### src/logic/acss_defs.svh
/*
  Constants of the axis start sequencer: register offsets, field positions,
  status codes. Assumes inclusion by bare name from the design files.
*/
`ifndef ACSS_DEFS_SVH
`define ACSS_DEFS_SVH
`define ACSS_OFF_ENV2    8'h00
`define ACSS_OFF_CTRENV  8'h04
`define ACSS_OFF_CORR    8'h08
`define ACSS_OFF_VIB     8'h0c
`define ACSS_OFF_MODE    8'h10
`define ACSS_OFF_STATUS  8'h14
`define ACSS_RST_WORD    32'h0000_0000
`define ACSS_AMT_MSB     11
`define ACSS_SEL_MSB     13
`define ACSS_SEL_LSB     12
`define ACSS_SEL_NONE    2'h0
`define ACSS_SEL_BKL     2'h1
`define ACSS_SEL_SLIP    2'h2
`define ACSS_CU_MSB      27
`define ACSS_CU_LSB      24
`define ACSS_RT_MSB      15
`define ACSS_RT_LSB      0
`define ACSS_FT_MSB      31
`define ACSS_FT_LSB      16
`define ACSS_MSY_MSB     19
`define ACSS_MSY_LSB     18
`define ACSS_MSY_STOP    2'h3
`define ACSS_MAX_MSB     23
`define ACSS_MAX_LSB     20
`define ACSS_OWN_AXIS_STOP_COUNTS_BIT    29
`define ACSS_VIB_SHIFT   5
`define ACSS_CND_IDLE    4'h0
`define ACSS_CND_RUN     4'h1
`define ACSS_CND_WAIT    4'h4
`endif

### src/logic/acss_pkg.sv
/*
  Types of the axis start sequencer: state encoding and the state record.
  Assumes nothing of its surroundings.
*/
`default_nettype none
package acss_pkg;
  typedef enum logic [5:0] {
    ST_IDLE = 6'h01,
    ST_WAIT = 6'h02,
    ST_CORR = 6'h04,
    ST_RUN  = 6'h08,
    ST_VREV = 6'h10,
    ST_VFWD = 6'h20
  } acss_state_t;

  typedef struct packed {
    acss_state_t st;
    logic [31:0] env2;
    logic [31:0] ctrEnv;
    logic [31:0] corr;
    logic [31:0] vib;
    logic [31:0] mode;
    logic [11:0] corrCnt;
    logic [20:0] vibCnt;
    logic        lastDir;
    logic        newDir;
    logic        newCirc;
    logic        newTimer;
    logic        curTimer;
    logic        syncPend;
    logic        stopSeen;
    logic [3:0]  busyPrev;
    logic [31:0] rdData;
    logic        pulse;
    logic        pulseDir;
    logic        genStart;
    logic [3:0]  ctrEn;
  } acss_regs_t;
endpackage
`default_nettype wire

### src/logic/axis_correction_sync_start.sv
/*
  One axis of start sequencing: correction pulses before a start, two
  vibration suppression pulses after a normal end outside timer mode, and a start held until
  chosen axes stop. Assumes all inputs are synchronous to core_clk, that
  startSpeedTick pulses at the start speed, and that genDone/genAbort are
  one-cycle pulses from the pulse generator while it runs.
*/
`timescale 1ns/10ps
`default_nettype none
`include "acss_defs.svh"
module axis_correction_sync_start
  import acss_pkg::*;
#(
  parameter logic [1:0] OWN_AXIS = 2'h0
) (
  input  wire logic        core_clk,
  input  wire logic        sys_rst,
  input  wire logic [7:0]  regAddr,
  input  wire logic [31:0] regWrData,
  input  wire logic        regWr,
  input  wire logic        regRd,
  output logic      [31:0] regRdData,
  input  wire logic        startCmd,
  input  wire logic        opDirNeg,
  input  wire logic        opCircular,
  input  wire logic        opTimerMode,
  input  wire logic        startSpeedTick,
  input  wire logic        genDone,
  input  wire logic        genAbort,
  input  wire logic [3:0]  axisBusy,
  output logic             genStart,
  output logic             pulseOut,
  output logic             pulseDirNeg,
  output logic      [3:0]  ctrCountCorrection,
  output logic      [3:0]  operatingStatus
);

  acss_regs_t stateReg;
  acss_regs_t stateNext;

  // Clock count of one suppression pulse cycle
  function automatic logic [20:0] cyc32(input logic [15:0] v);
    cyc32 = {v, 5'h00} - 21'h000001;
  endfunction

  // Whether a start needs correction pulses first
  function automatic logic needCorr(input acss_regs_t s);
    logic [1:0] sel;
    sel = s.corr[`ACSS_SEL_MSB:`ACSS_SEL_LSB];
    needCorr = 1'b0;
    if (!s.newCirc && s.corr[`ACSS_AMT_MSB:0] != 12'h000) begin
      if (sel == `ACSS_SEL_BKL)
        needCorr = (s.newDir != s.lastDir);
      else if (sel == `ACSS_SEL_SLIP)
        needCorr = 1'b1;
    end
  endfunction

  logic [1:0]  corrSel;
  logic [15:0] rtVal;
  logic [15:0] ftVal;
  logic [3:0]  selAxes;
  logic [3:0]  ownBit;
  logic [3:0]  othersMask;
  logic [3:0]  countMask;
  logic [3:0]  stopVec;
  logic        ownStop;
  logic        stopEvent;
  logic        othersClear;
  logic        syncMode;

  // Field views and stop bookkeeping shared by the sequencer
  assign corrSel     = stateReg.corr[`ACSS_SEL_MSB:`ACSS_SEL_LSB];
  assign rtVal       = stateReg.vib[`ACSS_RT_MSB:`ACSS_RT_LSB];
  assign ftVal       = stateReg.vib[`ACSS_FT_MSB:`ACSS_FT_LSB];
  assign selAxes     = stateReg.mode[`ACSS_MAX_MSB:`ACSS_MAX_LSB];
  assign syncMode    = stateReg.mode[`ACSS_MSY_MSB:`ACSS_MSY_LSB] == `ACSS_MSY_STOP;
  assign ownBit      = 4'h1 << OWN_AXIS;
  assign othersMask  = selAxes & ~ownBit;
  // Own stop counts only when the own-axis option is set
  assign countMask   = stateReg.env2[`ACSS_OWN_AXIS_STOP_COUNTS_BIT] ? selAxes : othersMask;
  assign ownStop     = (stateReg.st == ST_RUN) && (genDone || genAbort);
  assign stopVec     = (stateReg.busyPrev & ~axisBusy & ~ownBit) | (ownStop ? ownBit : 4'h0);
  // A stop after a start satisfies the wait even if others never moved
  assign stopEvent   = |(stopVec & countMask);
  assign othersClear = ~|(axisBusy & othersMask);

  // Next-state logic: register file and sequencer
  always_comb begin
    logic go;
    logic queue;
    go = 1'b0;
    // In sync mode, a start in a busy phase other than correction is queued behind it
    queue = startCmd && syncMode && stateReg.st != ST_IDLE && stateReg.st != ST_WAIT
            && stateReg.st != ST_CORR;
    stateNext = stateReg;
    stateNext.pulse = 1'b0;
    stateNext.genStart = 1'b0;
    stateNext.ctrEn = 4'h0;
    stateNext.busyPrev = axisBusy;
    stateNext.rdData = `ACSS_RST_WORD;

    // Register writes
    if (regWr) begin
      case (regAddr)
        `ACSS_OFF_ENV2:   stateNext.env2 = regWrData;
        `ACSS_OFF_CTRENV: stateNext.ctrEnv = regWrData;
        `ACSS_OFF_CORR:   stateNext.corr = regWrData;
        `ACSS_OFF_VIB:    stateNext.vib = regWrData;
        `ACSS_OFF_MODE:   stateNext.mode = regWrData;
        default:          stateNext.env2 = stateNext.env2;
      endcase
    end

    // Register reads, answered in the next cycle; holes read zero
    if (regRd) begin
      case (regAddr)
        `ACSS_OFF_ENV2:   stateNext.rdData = stateReg.env2;
        `ACSS_OFF_CTRENV: stateNext.rdData = stateReg.ctrEnv;
        `ACSS_OFF_CORR:   stateNext.rdData = stateReg.corr;
        `ACSS_OFF_VIB:    stateNext.rdData = stateReg.vib;
        `ACSS_OFF_MODE:   stateNext.rdData = stateReg.mode;
        `ACSS_OFF_STATUS: stateNext.rdData = {25'h0000000, stateReg.stopSeen,
                                              stateReg.syncPend, stateReg.lastDir,
                                              operatingStatus};
        default:          stateNext.rdData = `ACSS_RST_WORD;
      endcase
    end

    // Operation attributes are caught with the start command
    // Never during correction: its pulses must keep the direction they began with
    if ((startCmd && stateReg.st == ST_IDLE) || queue) begin
      stateNext.newDir = opDirNeg;
      stateNext.newCirc = opCircular;
      stateNext.newTimer = opTimerMode;
    end

    // A queued start restarts the stop bookkeeping
    if (queue) begin
      stateNext.syncPend = 1'b1;
      stateNext.stopSeen = 1'b0;
    end

    case (stateReg.st)
      ST_IDLE: begin
        if (startCmd) begin
          if (syncMode) begin
            stateNext.st = ST_WAIT;
            stateNext.stopSeen = 1'b0;
          end else begin
            go = 1'b1;
          end
        end
      end
      ST_WAIT: begin
        // Release needs a counted stop and no other selected axis still busy
        if ((stateReg.stopSeen || stopEvent) && othersClear) begin
          go = 1'b1;
          stateNext.stopSeen = 1'b0;
          stateNext.syncPend = 1'b0;
        end
      end
      ST_CORR: begin
        // One correction pulse per start-speed tick, in the new direction
        if (startSpeedTick) begin
          stateNext.pulse = 1'b1;
          stateNext.pulseDir = stateReg.newDir;
          stateNext.ctrEn = stateReg.ctrEnv[`ACSS_CU_MSB:`ACSS_CU_LSB];
          stateNext.corrCnt = stateReg.corrCnt + 12'h001;
          if (stateReg.corrCnt == stateReg.corr[`ACSS_AMT_MSB:0] - 12'h001) begin
            stateNext.genStart = 1'b1;
            stateNext.st = ST_RUN;
            stateNext.lastDir = stateReg.newDir;
            stateNext.curTimer = stateReg.newTimer;
          end
        end
      end
      ST_RUN: begin
        if (genAbort) begin
          stateNext.st = stateNext.syncPend ? ST_WAIT : ST_IDLE;
        end else if (genDone) begin
          stateNext.vibCnt = 21'h000000;
          if (!stateReg.curTimer && rtVal != 16'h0000 && ftVal != 16'h0000)
            stateNext.st = ST_VREV;
          else
            stateNext.st = stateNext.syncPend ? ST_WAIT : ST_IDLE;
        end
      end
      ST_VREV: begin
        stateNext.vibCnt = stateReg.vibCnt + 21'h000001;
        if (stateReg.vibCnt >= cyc32(rtVal)) begin
          stateNext.pulse = 1'b1;
          stateNext.pulseDir = ~stateReg.lastDir;
          stateNext.vibCnt = 21'h000000;
          stateNext.st = ST_VFWD;
        end
      end
      ST_VFWD: begin
        stateNext.vibCnt = stateReg.vibCnt + 21'h000001;
        if (stateReg.vibCnt >= cyc32(ftVal)) begin
          stateNext.pulse = 1'b1;
          stateNext.pulseDir = stateReg.lastDir;
          stateNext.st = stateNext.syncPend ? ST_WAIT : ST_IDLE;
        end
      end
      default: stateNext.st = ST_IDLE;
    endcase

    // Common launch: correction first when due, else start at once
    if (go) begin
      stateNext.corrCnt = 12'h000;
      if (needCorr(stateNext)) begin
        stateNext.st = ST_CORR;
      end else begin
        stateNext.st = ST_RUN;
        stateNext.genStart = 1'b1;
        stateNext.lastDir = stateNext.newDir;
        stateNext.curTimer = stateNext.newTimer;
      end
    end

    // Stops seen while a start is held are remembered; a stop in the
    // same cycle as a queuing start still counts, so the set wins
    if ((stateNext.syncPend || stateNext.st == ST_WAIT) && stopEvent)
      stateNext.stopSeen = 1'b1;
  end

  // State register; everything clears to zero except the state code
  always_ff @(posedge core_clk or posedge sys_rst) begin
    if (sys_rst) begin
      stateReg <= '0;
      stateReg.st <= ST_IDLE;
    end else begin
      stateReg <= stateNext;
    end
  end

  // Outputs straight from flip-flops, except the status decode
  assign regRdData = stateReg.rdData;
  assign genStart = stateReg.genStart;
  assign pulseOut = stateReg.pulse;
  assign pulseDirNeg = stateReg.pulseDir;
  assign ctrCountCorrection = stateReg.ctrEn;

  // Running covers correction and suppression too, so software sees busy
  always_comb begin
    case (stateReg.st)
      ST_IDLE: operatingStatus = `ACSS_CND_IDLE;
      ST_WAIT: operatingStatus = `ACSS_CND_WAIT;
      default: operatingStatus = `ACSS_CND_RUN;
    endcase
  end
endmodule
`default_nettype wire

### config.mk
export PLATFORM = sky130hd
export DESIGN_NAME = axis_correction_sync_start
export DESIGN_NICKNAME = d
export VERILOG_FILES = /design/src/logic/acss_pkg.sv /design/src/logic/axis_correction_sync_start.sv
export VERILOG_INCLUDE_DIRS = /design/src /design/src/logic
export SDC_FILE = /design/constraint.sdc
export NUM_CORES = 1
export LEC_CHECK = 0
export BUFFER_PORTS_ARGS = -buffer_cell sky130_fd_sc_hd__buf_2
export CORE_ASPECT_RATIO = 1.2
export CORE_MARGIN = 3
export CORE_UTILIZATION = 61
export DETAILED_ROUTE_END_ITERATION = 10
export PLACE_DENSITY = 0.81
export SYNTH_ARGS = -nofsm -noshare
export SYNTH_HDL_FRONTEND = slang
export SYNTH_SLANG_ARGS = --single-unit
export TNS_END_PERCENT = 5
### constraint.sdc
create_clock -name core_clk -period 10.32 [get_ports core_clk]
set_input_delay 0.516 -clock core_clk [delete_from_list [all_inputs] [get_ports core_clk]]
set_output_delay 0.516 -clock core_clk [all_outputs]
set_load 0.02 [all_outputs]
==> metrics, run 1 <==
initial antenna violation count 1; Iter 0 DRT Violations 713; Clk Latency, worst-skew pair 0.53 ns; Synth Instances 1,135; Final setup viols 0; H-tree depth 1; synthesized area roughly 0.013 mm²; layout cell share with drive strength beyond 1 roughly 29%; CTS buffer count 26; ys flop type dfrtp_1; Slew HR a little under two fifths; Pins Over Slew Limit 0; number of synthesized flops with an enable pin 0; crit path kind flop to flop; Die Span Y around 160 µm; TritonRoute pass-1 iters 6; Hold Path Class primary input to flop; gpl congestion between 0.8 and 0.9; ANT nets after route 0; hpwl dp 20,800 µm; Final Non-Filler Cells 1,466; worst-case clock buffer depth 3; min Tclk post-route ~5 ns; setup TNS 0 ns; Avg Cell Area, Syn between 10 and 15 µm²; Vias/cell 6.34; FF-to-FF setup slack between 5 and 6 ns; Routed WL per cell 20.8 µm; Yosys top cell by area dfrtp_1; FILL cells 1,521; Synth-to-Final Area Change 10.2%; Power Dens Cells 172 mW/mm²; RSZ-0062 raised after global routing false; Fmax about 200 MHz; most frequent cells after synthesis dfrtp_1 (247), mux2_2 (161), nor2_1 (73); # diodes 0; io pins just under 100; Initial Util between 60% and 70%; total grt overflow 0; Worst Path Required around 11 ns; status finished, final reports clean; Seq cells post-synth 248; TritonCTS clock tree yes; Reg-to-Reg Start rtVal[0]; LEAKAGE 7.05 nW; vias in the first global route 9,423; Post-route DRC 0; post-CTS sizing 0; critical path peak fanout 15; site row count between 50 and 60; Root Buffer clkbuf_16; YS warnings 0; Max-cap violations 0; GRT Util Overall between 20% and 30%; top cells by area, synth dfrtp_1 (48%), mux2_2 (14%), ha_1 (3.6%); largest net degree at the start of global routing ~130; register area share after synthesis about half; Die ar. 0.0228 mm²; Routed WL approximately 31,000 µm; clk slew on worst S/H paths about 0.060 ns; Fin. Hold Viols 0; chip width between 100 and 150 µm; vias between 9,000 and 10,000; Setup crit end kind flop; DP Cell Count 1,419; Worst Hold Launch axisBusy[2]; Post-CTS Hold Fix Bufs 0; Yosys top cell area share between 40% and 50%; asr flop ratio synth 100%; Port Buffer Count 94; Nets 1,274; Post-CTS Setup Bufs 0; count leader, synth dfrtp_1; Critical Path Start Type flop; clock skew 0.00985 ns; Max VDD drop around 0.00015 V; Distinct cells, synth a little under 70; Final Cycle Share around half; critical path startpoint rtVal[0]; Sink Count about 250; Core ar. between 0.02 and 0.025 mm²; first-pass GRT wire length slightly below 50,000 µm; Arrival @ worst endpoint approximately 5.4 ns; actual slew at the worst max-slew pin 0.948 ns
-- stage by stage --
step | hold WS, ns | total power [mW] | util, % | worst slack, ns | instance area [µm²]
floorplan | 0.476 | 1.36 | - | 2.99 | 12800
global placement | 0.486 | 1.46 | 64.8 | 5.46 | 13200
detailed placement | 0.493 | 1.47 | 64.8 | 5.42 | 13200
CTS | 0.0992 | 2.43 | 69.1 | 5.39 | 14100
global route | 0.100 | 2.53 | 69.1 | 4.92 | 14100
finish | 0.115 | 2.42 | 69.1 | 5.36 | 14100
-- power breakdown --
group | leakage (nW) | switching, mW | internal (mW)
clock | 0.428 | 0.391 | 0.569
sequential | 3.41 | 0.0622 | 1.03
combinational | 3.22 | 0.214 | 0.156
total | 7.05 | 0.667 | 1.76
-- worst max-delay path, cell delays in order, from the launching register on --
cell and delay, ns:
dfrtp_1 0.43, inv_1 0.08, ha_1 0.17, or3b_2 0.49, or4_1 0.48, nor3_1 0.35, nand2_1 0.11, xor2_1 0.16
ha_1 0.30, nand4_1 0.15, nor3_1 0.09, a221oi_1 0.26, o31ai_1 0.11, a311oi_1 0.69, a21oi_1 0.35, o21a_1 0.46
nor2_1 0.19
-- final cells by class --
class / count / area, µm² / area share, %
sequential: 248 / 6210 / 44.0
tap: 265 / 332 / 2.35
inverter: 16 / 67.6 / 0.479
timing repair buffer: 107 / 568 / 4.03
clock inverter: 15 / 175 / 1.24
clock buffer: 32 / 714 / 5.07
multi-input combinational: 783 / 6030 / 42.8
-- routing by layer --
layer  up-vias  global-route usage (%)  share of wire (%)  wire, µm
met5         -                       0                  0         0
met2       302                    47.2                 51     15600
met1      4706                    33.4                 41     12500
li1       4240                       -                  -         -
met4         0                    7.59                1.8       535
met3        51                    4.60                6.3      1910
-- logic make-up (layout without fill, tap and decap cells) --
group | Yosys count | in the layout | share of synthesized area (%)
multiplexers | 187 | 187 | 16.2
buffers and inverters | 105 | 170 | 4.35
AND/OR/NAND/NOR | 292 | 292 | 12.1
adder cells (fa/ha/maj) | 37 | 37 | 3.62
XOR/XNOR | 62 | 62 | 4.24
flip-flops | 248 | 248 | 48.5
AO/OA/AOI/OAI | 203 | 203 | 10.9
other | 1 | 2 | 0.0293
-- worst paths after layout --
check,endpoint,cells after the start
max reg2reg,stateReg[69],16
min in group asynchronous,stateReg[170],2
max in group asynchronous,ftVal[2],4
min,stateReg[41],1
max,stateReg[69],16
min reg2reg,stateReg[112],1
-- cell usage in the layout (no fill, tap or decap), types with 4 or more instances in the layout --
cell / count
a21o_1: 19
a21oi_1: 55
a221oi_1: 8
a222oi_1: 19
a22oi_1: 22
and2_1: 6
and3_1: 19
buf_2: 94
buf_4: 13
clkbuf_16: 27
clkinv_2: 6
clkinvlp_4: 4
dfrtp_1: 247
ha_1: 37
inv_1: 15
mux2_2: 161
mux2i_1: 26
nand2_1: 39
nand2b_1: 12
nand3_1: 20
nand3b_1: 7
nand4_1: 20
nor2_1: 73
nor2b_1: 7
nor3_1: 21
nor4_1: 17
o21a_1: 5
o21ai_0: 28
o22ai_1: 9
o31ai_1: 4
or2_2: 19
or3_1: 12
or4_1: 4
xnor2_1: 32
xor2_1: 30
-- sequential cells by signal, summed over array words and instances (netlist names) --
name and count:
rtVal 16, stateReg 171, ftVal 16, genStart 1, pulseDirNeg 1, regRdData 32
selAxes 1, othersMask 3, ctrCountCorrection 4, corrSel 2, pulseOut 1
(Power assumes the default switching activity.)
==> inputs of run 2 (changes only) <==
Settings changed: CORE_UTILIZATION 61 to 55, PLACE_DENSITY 0.81 to 0.77.
Clock period 10.32 ns to 4.05 ns, I/O delays scaled along.
==> metrics, run 2 (synthesized netlist as in run 1, its figures left out) <==
status complete, but fails checks; failing checks negative setup slack; vias approximately 9,600; Final Util 65.0%; pre-CTS setup slack -0.163 ns; Setup crit end kind flop; LEAKAGE ~7.3 nW; FILL cells between 1,500 and 2,000; Die ar. 0.0251 mm²; io pins between 90 and 100; Hold Path Class primary input to flop; Sink Count around 250; layout cell share with drive strength beyond 1 30.1%; chip width ~150 µm; Root Buffer clkbuf_16; total grt overflow 0; vias in the first global route ~10,000; max FFs per register approximately 170; crit path kind flop to flop; post-route design area ~0.015 mm²; site row count 60; critical path startpoint rtVal[1]; Core ar. 0.0227 mm²; Arrival @ worst endpoint approximately 4.5 ns; Worst Path Required roughly 4.5 ns; Max-cap violations 0; Placed Area around 0.013 mm²; hpwl dp approximately 21,000 µm; Routed WL roughly 32,000 µm; H-tree depth 1; TritonRoute pass-1 iters 6; Final setup viols 3; TritonCTS clock tree yes; Initial Util 56.4%; Iter 0 DRT Violations 786; first-pass GRT wire length roughly 50,000 µm; worst flop-to-flop path endpoint stateReg[52]; Routed WL per cell 20.4 µm; Pins Over Slew Limit 0; Most flops, register stateReg; worst-case clock buffer depth 3; Nets between 1,000 and 1,500; min Tclk post-route approximately 4 ns; Hold Slack between 0.01 and 0.015 ns; critical path peak fanout 5; commonest non-fill, non-tap cell in the layout dfrtp_1; most frequent cells in the layout dfrtp_1 (247), mux2_2 (161), buf_2 (94); reg2reg path depth 18; Vias/cell around 6.2; Reg-to-Reg Start rtVal[1]; Max VDD drop approximately 0.00035 V; Port Buffer Count 94; area occupied by multi-input gates between 0.006 and 0.007 mm²; Register Area 0.00621 mm²; ANT nets after route 0; Slew HR a little over a third; gpl congestion between 0.8 and 0.9; GRT Util Overall between 20 and 25%; Tot Pwr 6.34 mW; initial antenna violation count 0; clock skew slightly below 0.007 ns; Final Cycle Share 100%; Die Span Y 173 µm; RSZ-0062 raised after global routing true; Power Dens Cells 430 mW/mm²; FF-to-FF setup slack -0.007 ns; Worst Slack Setup Final -0.00658 ns; Fin. Hold Viols 0; CTS buffer count 26; crit path capture stateReg[52]; largest net degree at the start of global routing around 160; clk slew on worst S/H paths 0.06 ns; Synth-to-Final Area Change 15.2%; actual slew at the worst max-slew pin roughly 0.97 ns; Post-route DRC 0; Critical Path Start Type flop; Clk Latency, worst-skew pair ~0.52 ns; Fmax about 250 MHz
-- run 2: cell count changes in the layout (fill, tap and decap cells not counted), moves of 2 or more --
cell           delta
a21oi_1           -2
buf_12            +2
buf_4            +14
clkbuf_8          +2
dlygate4sd3_1    +30
nor3_1            -3
nor3_2            +2
nor4_1            -2
o21ai_0           -3
o21ai_1           +2
-- run 2: what timing repair did --
| item | in CTS | in global routing |
|---|---|---|
| resized for setup | 7 | 17 |
| endpoints found under the setup margin | 22 | 25 |
| pin swaps | 2 | 11 |
| cloned | 0 | 0 |
| buffers inserted | 0 | 5 |
| hold buffers | 30 | 0 |
| endpoints found under the hold margin | 206 | 0 |
-- run 2: through the flow --
stage | instances | setup TNS [ns]
2_1_floorplan | 1136 | -1.15
3_3_place_gp | 1476 | -0.0348
3_5_place_dp | 1476 | -2.58
4_1_cts | 1554 | 0
5_1_grt | 1559 | -3.89
6_report | 1560 | -0.0122
-- run 2: area by class of cell --
| cell class | instances | area share, % |
|---|---|---|
| Sequential cell | 248 | 42.1 |
| Clock buffer | 35 | 5.06 |
| Timing Repair Buffer | 154 | 6.95 |
| Inverter | 16 | 0.433 |
| Multi-Input combinational cell | 783 | 41.6 |
| Tap cell | 310 | 2.63 |
| Antenna cell | 1 | 0.0170 |
| Clock inverter | 13 | 1.18 |
-- run 2: worst max-delay path: stages, from the launching register on --
cell,delay [ns]
dfrtp_1,0.39
inv_1,0.06
ha_2,0.17
or3b_4,0.37
or4_4,0.57
buf_4,0.17
nor4_4,0.15
xnor2_1,0.16
ha_1,0.28
nand4_1,0.17
nor3_2,0.08
a221oi_2,0.24
o31ai_1,0.11
a311oi_1,0.31
buf_4,0.20
a21oi_4,0.06
buf_6,0.15
o31ai_2,0.21
o2bb2ai_2,0.13
-- run 2: worst min path at each step --
stage	from	endpoint	slack, ns	cells past startpoint
after floorplan	axisBusy[1]	stateReg[40]	0.23	0
after global placement	axisBusy[1]	stateReg[40]	0.34	1
after detailed placement	axisBusy[2]	stateReg[41]	0.34	1
after CTS	regWrData[3]	rtVal[3]	0.0006	2
after global routing	regWrData[3]	stateReg[150]	0.01	2
final	regWrData[3]	rtVal[3]	0.01	2
-- run 2: routing by layer --
layer  wire (µm)  up-vias  GRT usage (%)
met2       16000      327           43.4
li1            -     4321              -
met1       13400     4893           32.5
met5           0        -              0
met3        1780       55           2.96
met4         676        0           6.29
-- run 2: power breakdown --
part	leakage (nW)	total, mW	switching, mW	internal, mW
logic	3.46	1.03	0.567	0.459
registers	3.41	2.79	0.168	2.63
clock network	0.451	2.52	0.978	1.55
==> inputs of run 3 (changes only) <==
Settings changed: BUFFER_PORTS_ARGS -buffer_cell sky130_fd_sc_hd__buf_2 to not set, CORE_UTILIZATION 55 to 58, DONT_BUFFER_PORTS set to 1, PLACE_DENSITY 0.77 to 0.76.
==> metrics, run 3 (synthesized netlist as in run 1, its figures left out) <==
Clk Latency, worst-skew pair approximately 0.53 ns; critical path startpoint rtVal[0]; Iter 0 DRT Violations between 600 and 700; Final Util between 60% and 70%; largest net degree at the start of global routing between 150 and 200; first-pass GRT wire length roughly 50,000 µm; Critical Path Start Type flop; RSZ-0062 raised after global routing true; Worst Hold Launch startCmd; commonest non-fill, non-tap cell in the layout dfrtp_1; Worst path top cell family by delay simple AND/OR/NAND/NOR gates; min Tclk post-route approximately 4 ns; Worst Path Required between 4 and 5 ns; io pins 98; Power Dens Cells around 440 mW/mm²; Vias/cell approximately 6.4; Final Cycle Share a little over nine tenths; Setup crit end kind flop; TritonRoute pass-1 iters 5; DP Cell Count 1,345; layout cell share with drive strength beyond 1 around 25%; Slowest Stage Delay on Critical Path between 0.5 and 0.6 ns; Sink Count between 200 and 250; # diodes 0; total grt overflow 0; Most flops, register stateReg; clock skew 0.00827 ns; status finished, final reports clean; crit path buf inv count 4; ANT nets after route 0; critical path peak fanout 3; Hold Slack roughly 0.034 ns; gpl congestion roughly 0.86; Arrival @ worst endpoint between 4 and 5 ns; GRT Util Overall 26.0%; CTS buffer count 26; H-tree depth 1; Die ar. roughly 0.024 mm²; actual slew at the worst max-slew pin 0.956 ns; Routed WL 31,300 µm; post-route design area 0.0144 mm²; Routed WL per cell 21.7 µm; vias in the first global route between 9,000 and 10,000; Fmax 250 MHz; pre-CTS setup slack -0.115 ns; TritonCTS clock tree yes; Core ar. 0.0213 mm²; most frequent cells in the layout dfrtp_1 (247), mux2_2 (161), nor2_1 (68); initial antenna violation count 0; Reg-to-Reg Start rtVal[0]; vias around 9,000; Max VDD drop about 0.00046 V; CP Cell Sequence inv_1, ha_2, or3b_4, or4_4, buf_6, nor4_4, xnor2_1, ha_1, nand4_1, nor3_2, a221oi_1, o31ai_1, a311oi_1, buf_4, buf_4, nor3_2, o2111a_1, a21oi_2; Final Non-Filler Cells approximately 1,400; Hold Path Class primary input to flop; hpwl dp slightly above 20,000 µm; Port Buffer Count 0; Root Buffer clkbuf_16; Final setup viols 0; Slew HR between 30% and 40%; Pins Over Slew Limit 0; Placed Area around 0.013 mm²; Initial Util about three fifths; Post-route DRC 0; clk slew on worst S/H paths approximately 0.060 ns; Worst Slack Setup Final between 0.05 and 0.06 ns; crit path kind flop to flop; Max-cap violations 0; Synth-to-Final Area Change 12.9%; Fin. Hold Viols 0; chip width roughly 140 µm; max FFs per register ~170; slowest CP cell or4_4; worst-case clock buffer depth 3; Die Span Y approximately 170 µm; Nets between 1,000 and 1,500; LEAKAGE between 6 and 7 nW; site row count 58
-- run 3: path summary, 6_finish.rpt --
path | end | slack [ns] | cells past startpoint
hold / removal | stateReg[47] | 0.03 | 3
setup / recovery | pulseDirNeg | 0.05 | 18
hold reg to reg | stateReg[193] | 0.50 | 1
setup reg to reg | pulseDirNeg | 0.05 | 18
min in group asynchronous | stateReg[172] | 0.31 | 3
max in group asynchronous | regRdData[14] | 2.65 | 4
-- run 3: what timing repair did --
| action | 4_1_cts | 5_1_grt |
|---|---|---|
| pin swaps | 1 | 14 |
| resized for setup | 4 | 29 |
| hold endpoints to repair | 387 | 0 |
| hold buffers | 48 | 0 |
| endpoints found under the setup margin | 19 | 24 |
| buffers inserted | 0 | 3 |
-- run 3: metrics by stage --
stage | TNS [ns] | total power, mW
6_report | 0 | 6.35
4_1_cts | 0 | 6.33
5_1_grt | -1.07 | 6.62
3_5_place_dp | -1.54 | 3.70
3_3_place_gp | -0.503 | 3.67
2_1_floorplan | -1.15 | 3.47
-- run 3: tightest hold or removal path, cell delays in order --
cell	delay (ns)
inv_1	0.07
o21ai_0	0.15
nand2_1	0.11
-- run 3: layer usage --
layer	global-route usage, %	vias up	routed length, µm
met2	43.0	308	15300
li1	-	4179	-
met1	34.9	4641	12900
met4	8.39	0	886
met3	4.55	66	2200
met5	0	-	0
-- run 3: final cells by class --
cell class	count	area, µm²
flip-flops and latches	248	6210
well taps	270	338
fillers	1551	6890
clock buffers	35	766
multi-input cells	783	6160
repair buffers	79	733
inverters	16	63.8
clock inverters	12	170
-- run 3: power by group --
part | internal [mW] | switching [mW]
registers | 2.63 | 0.178
logic | 0.454 | 0.535
clock network | 1.58 | 0.978
total | 4.66 | 1.69
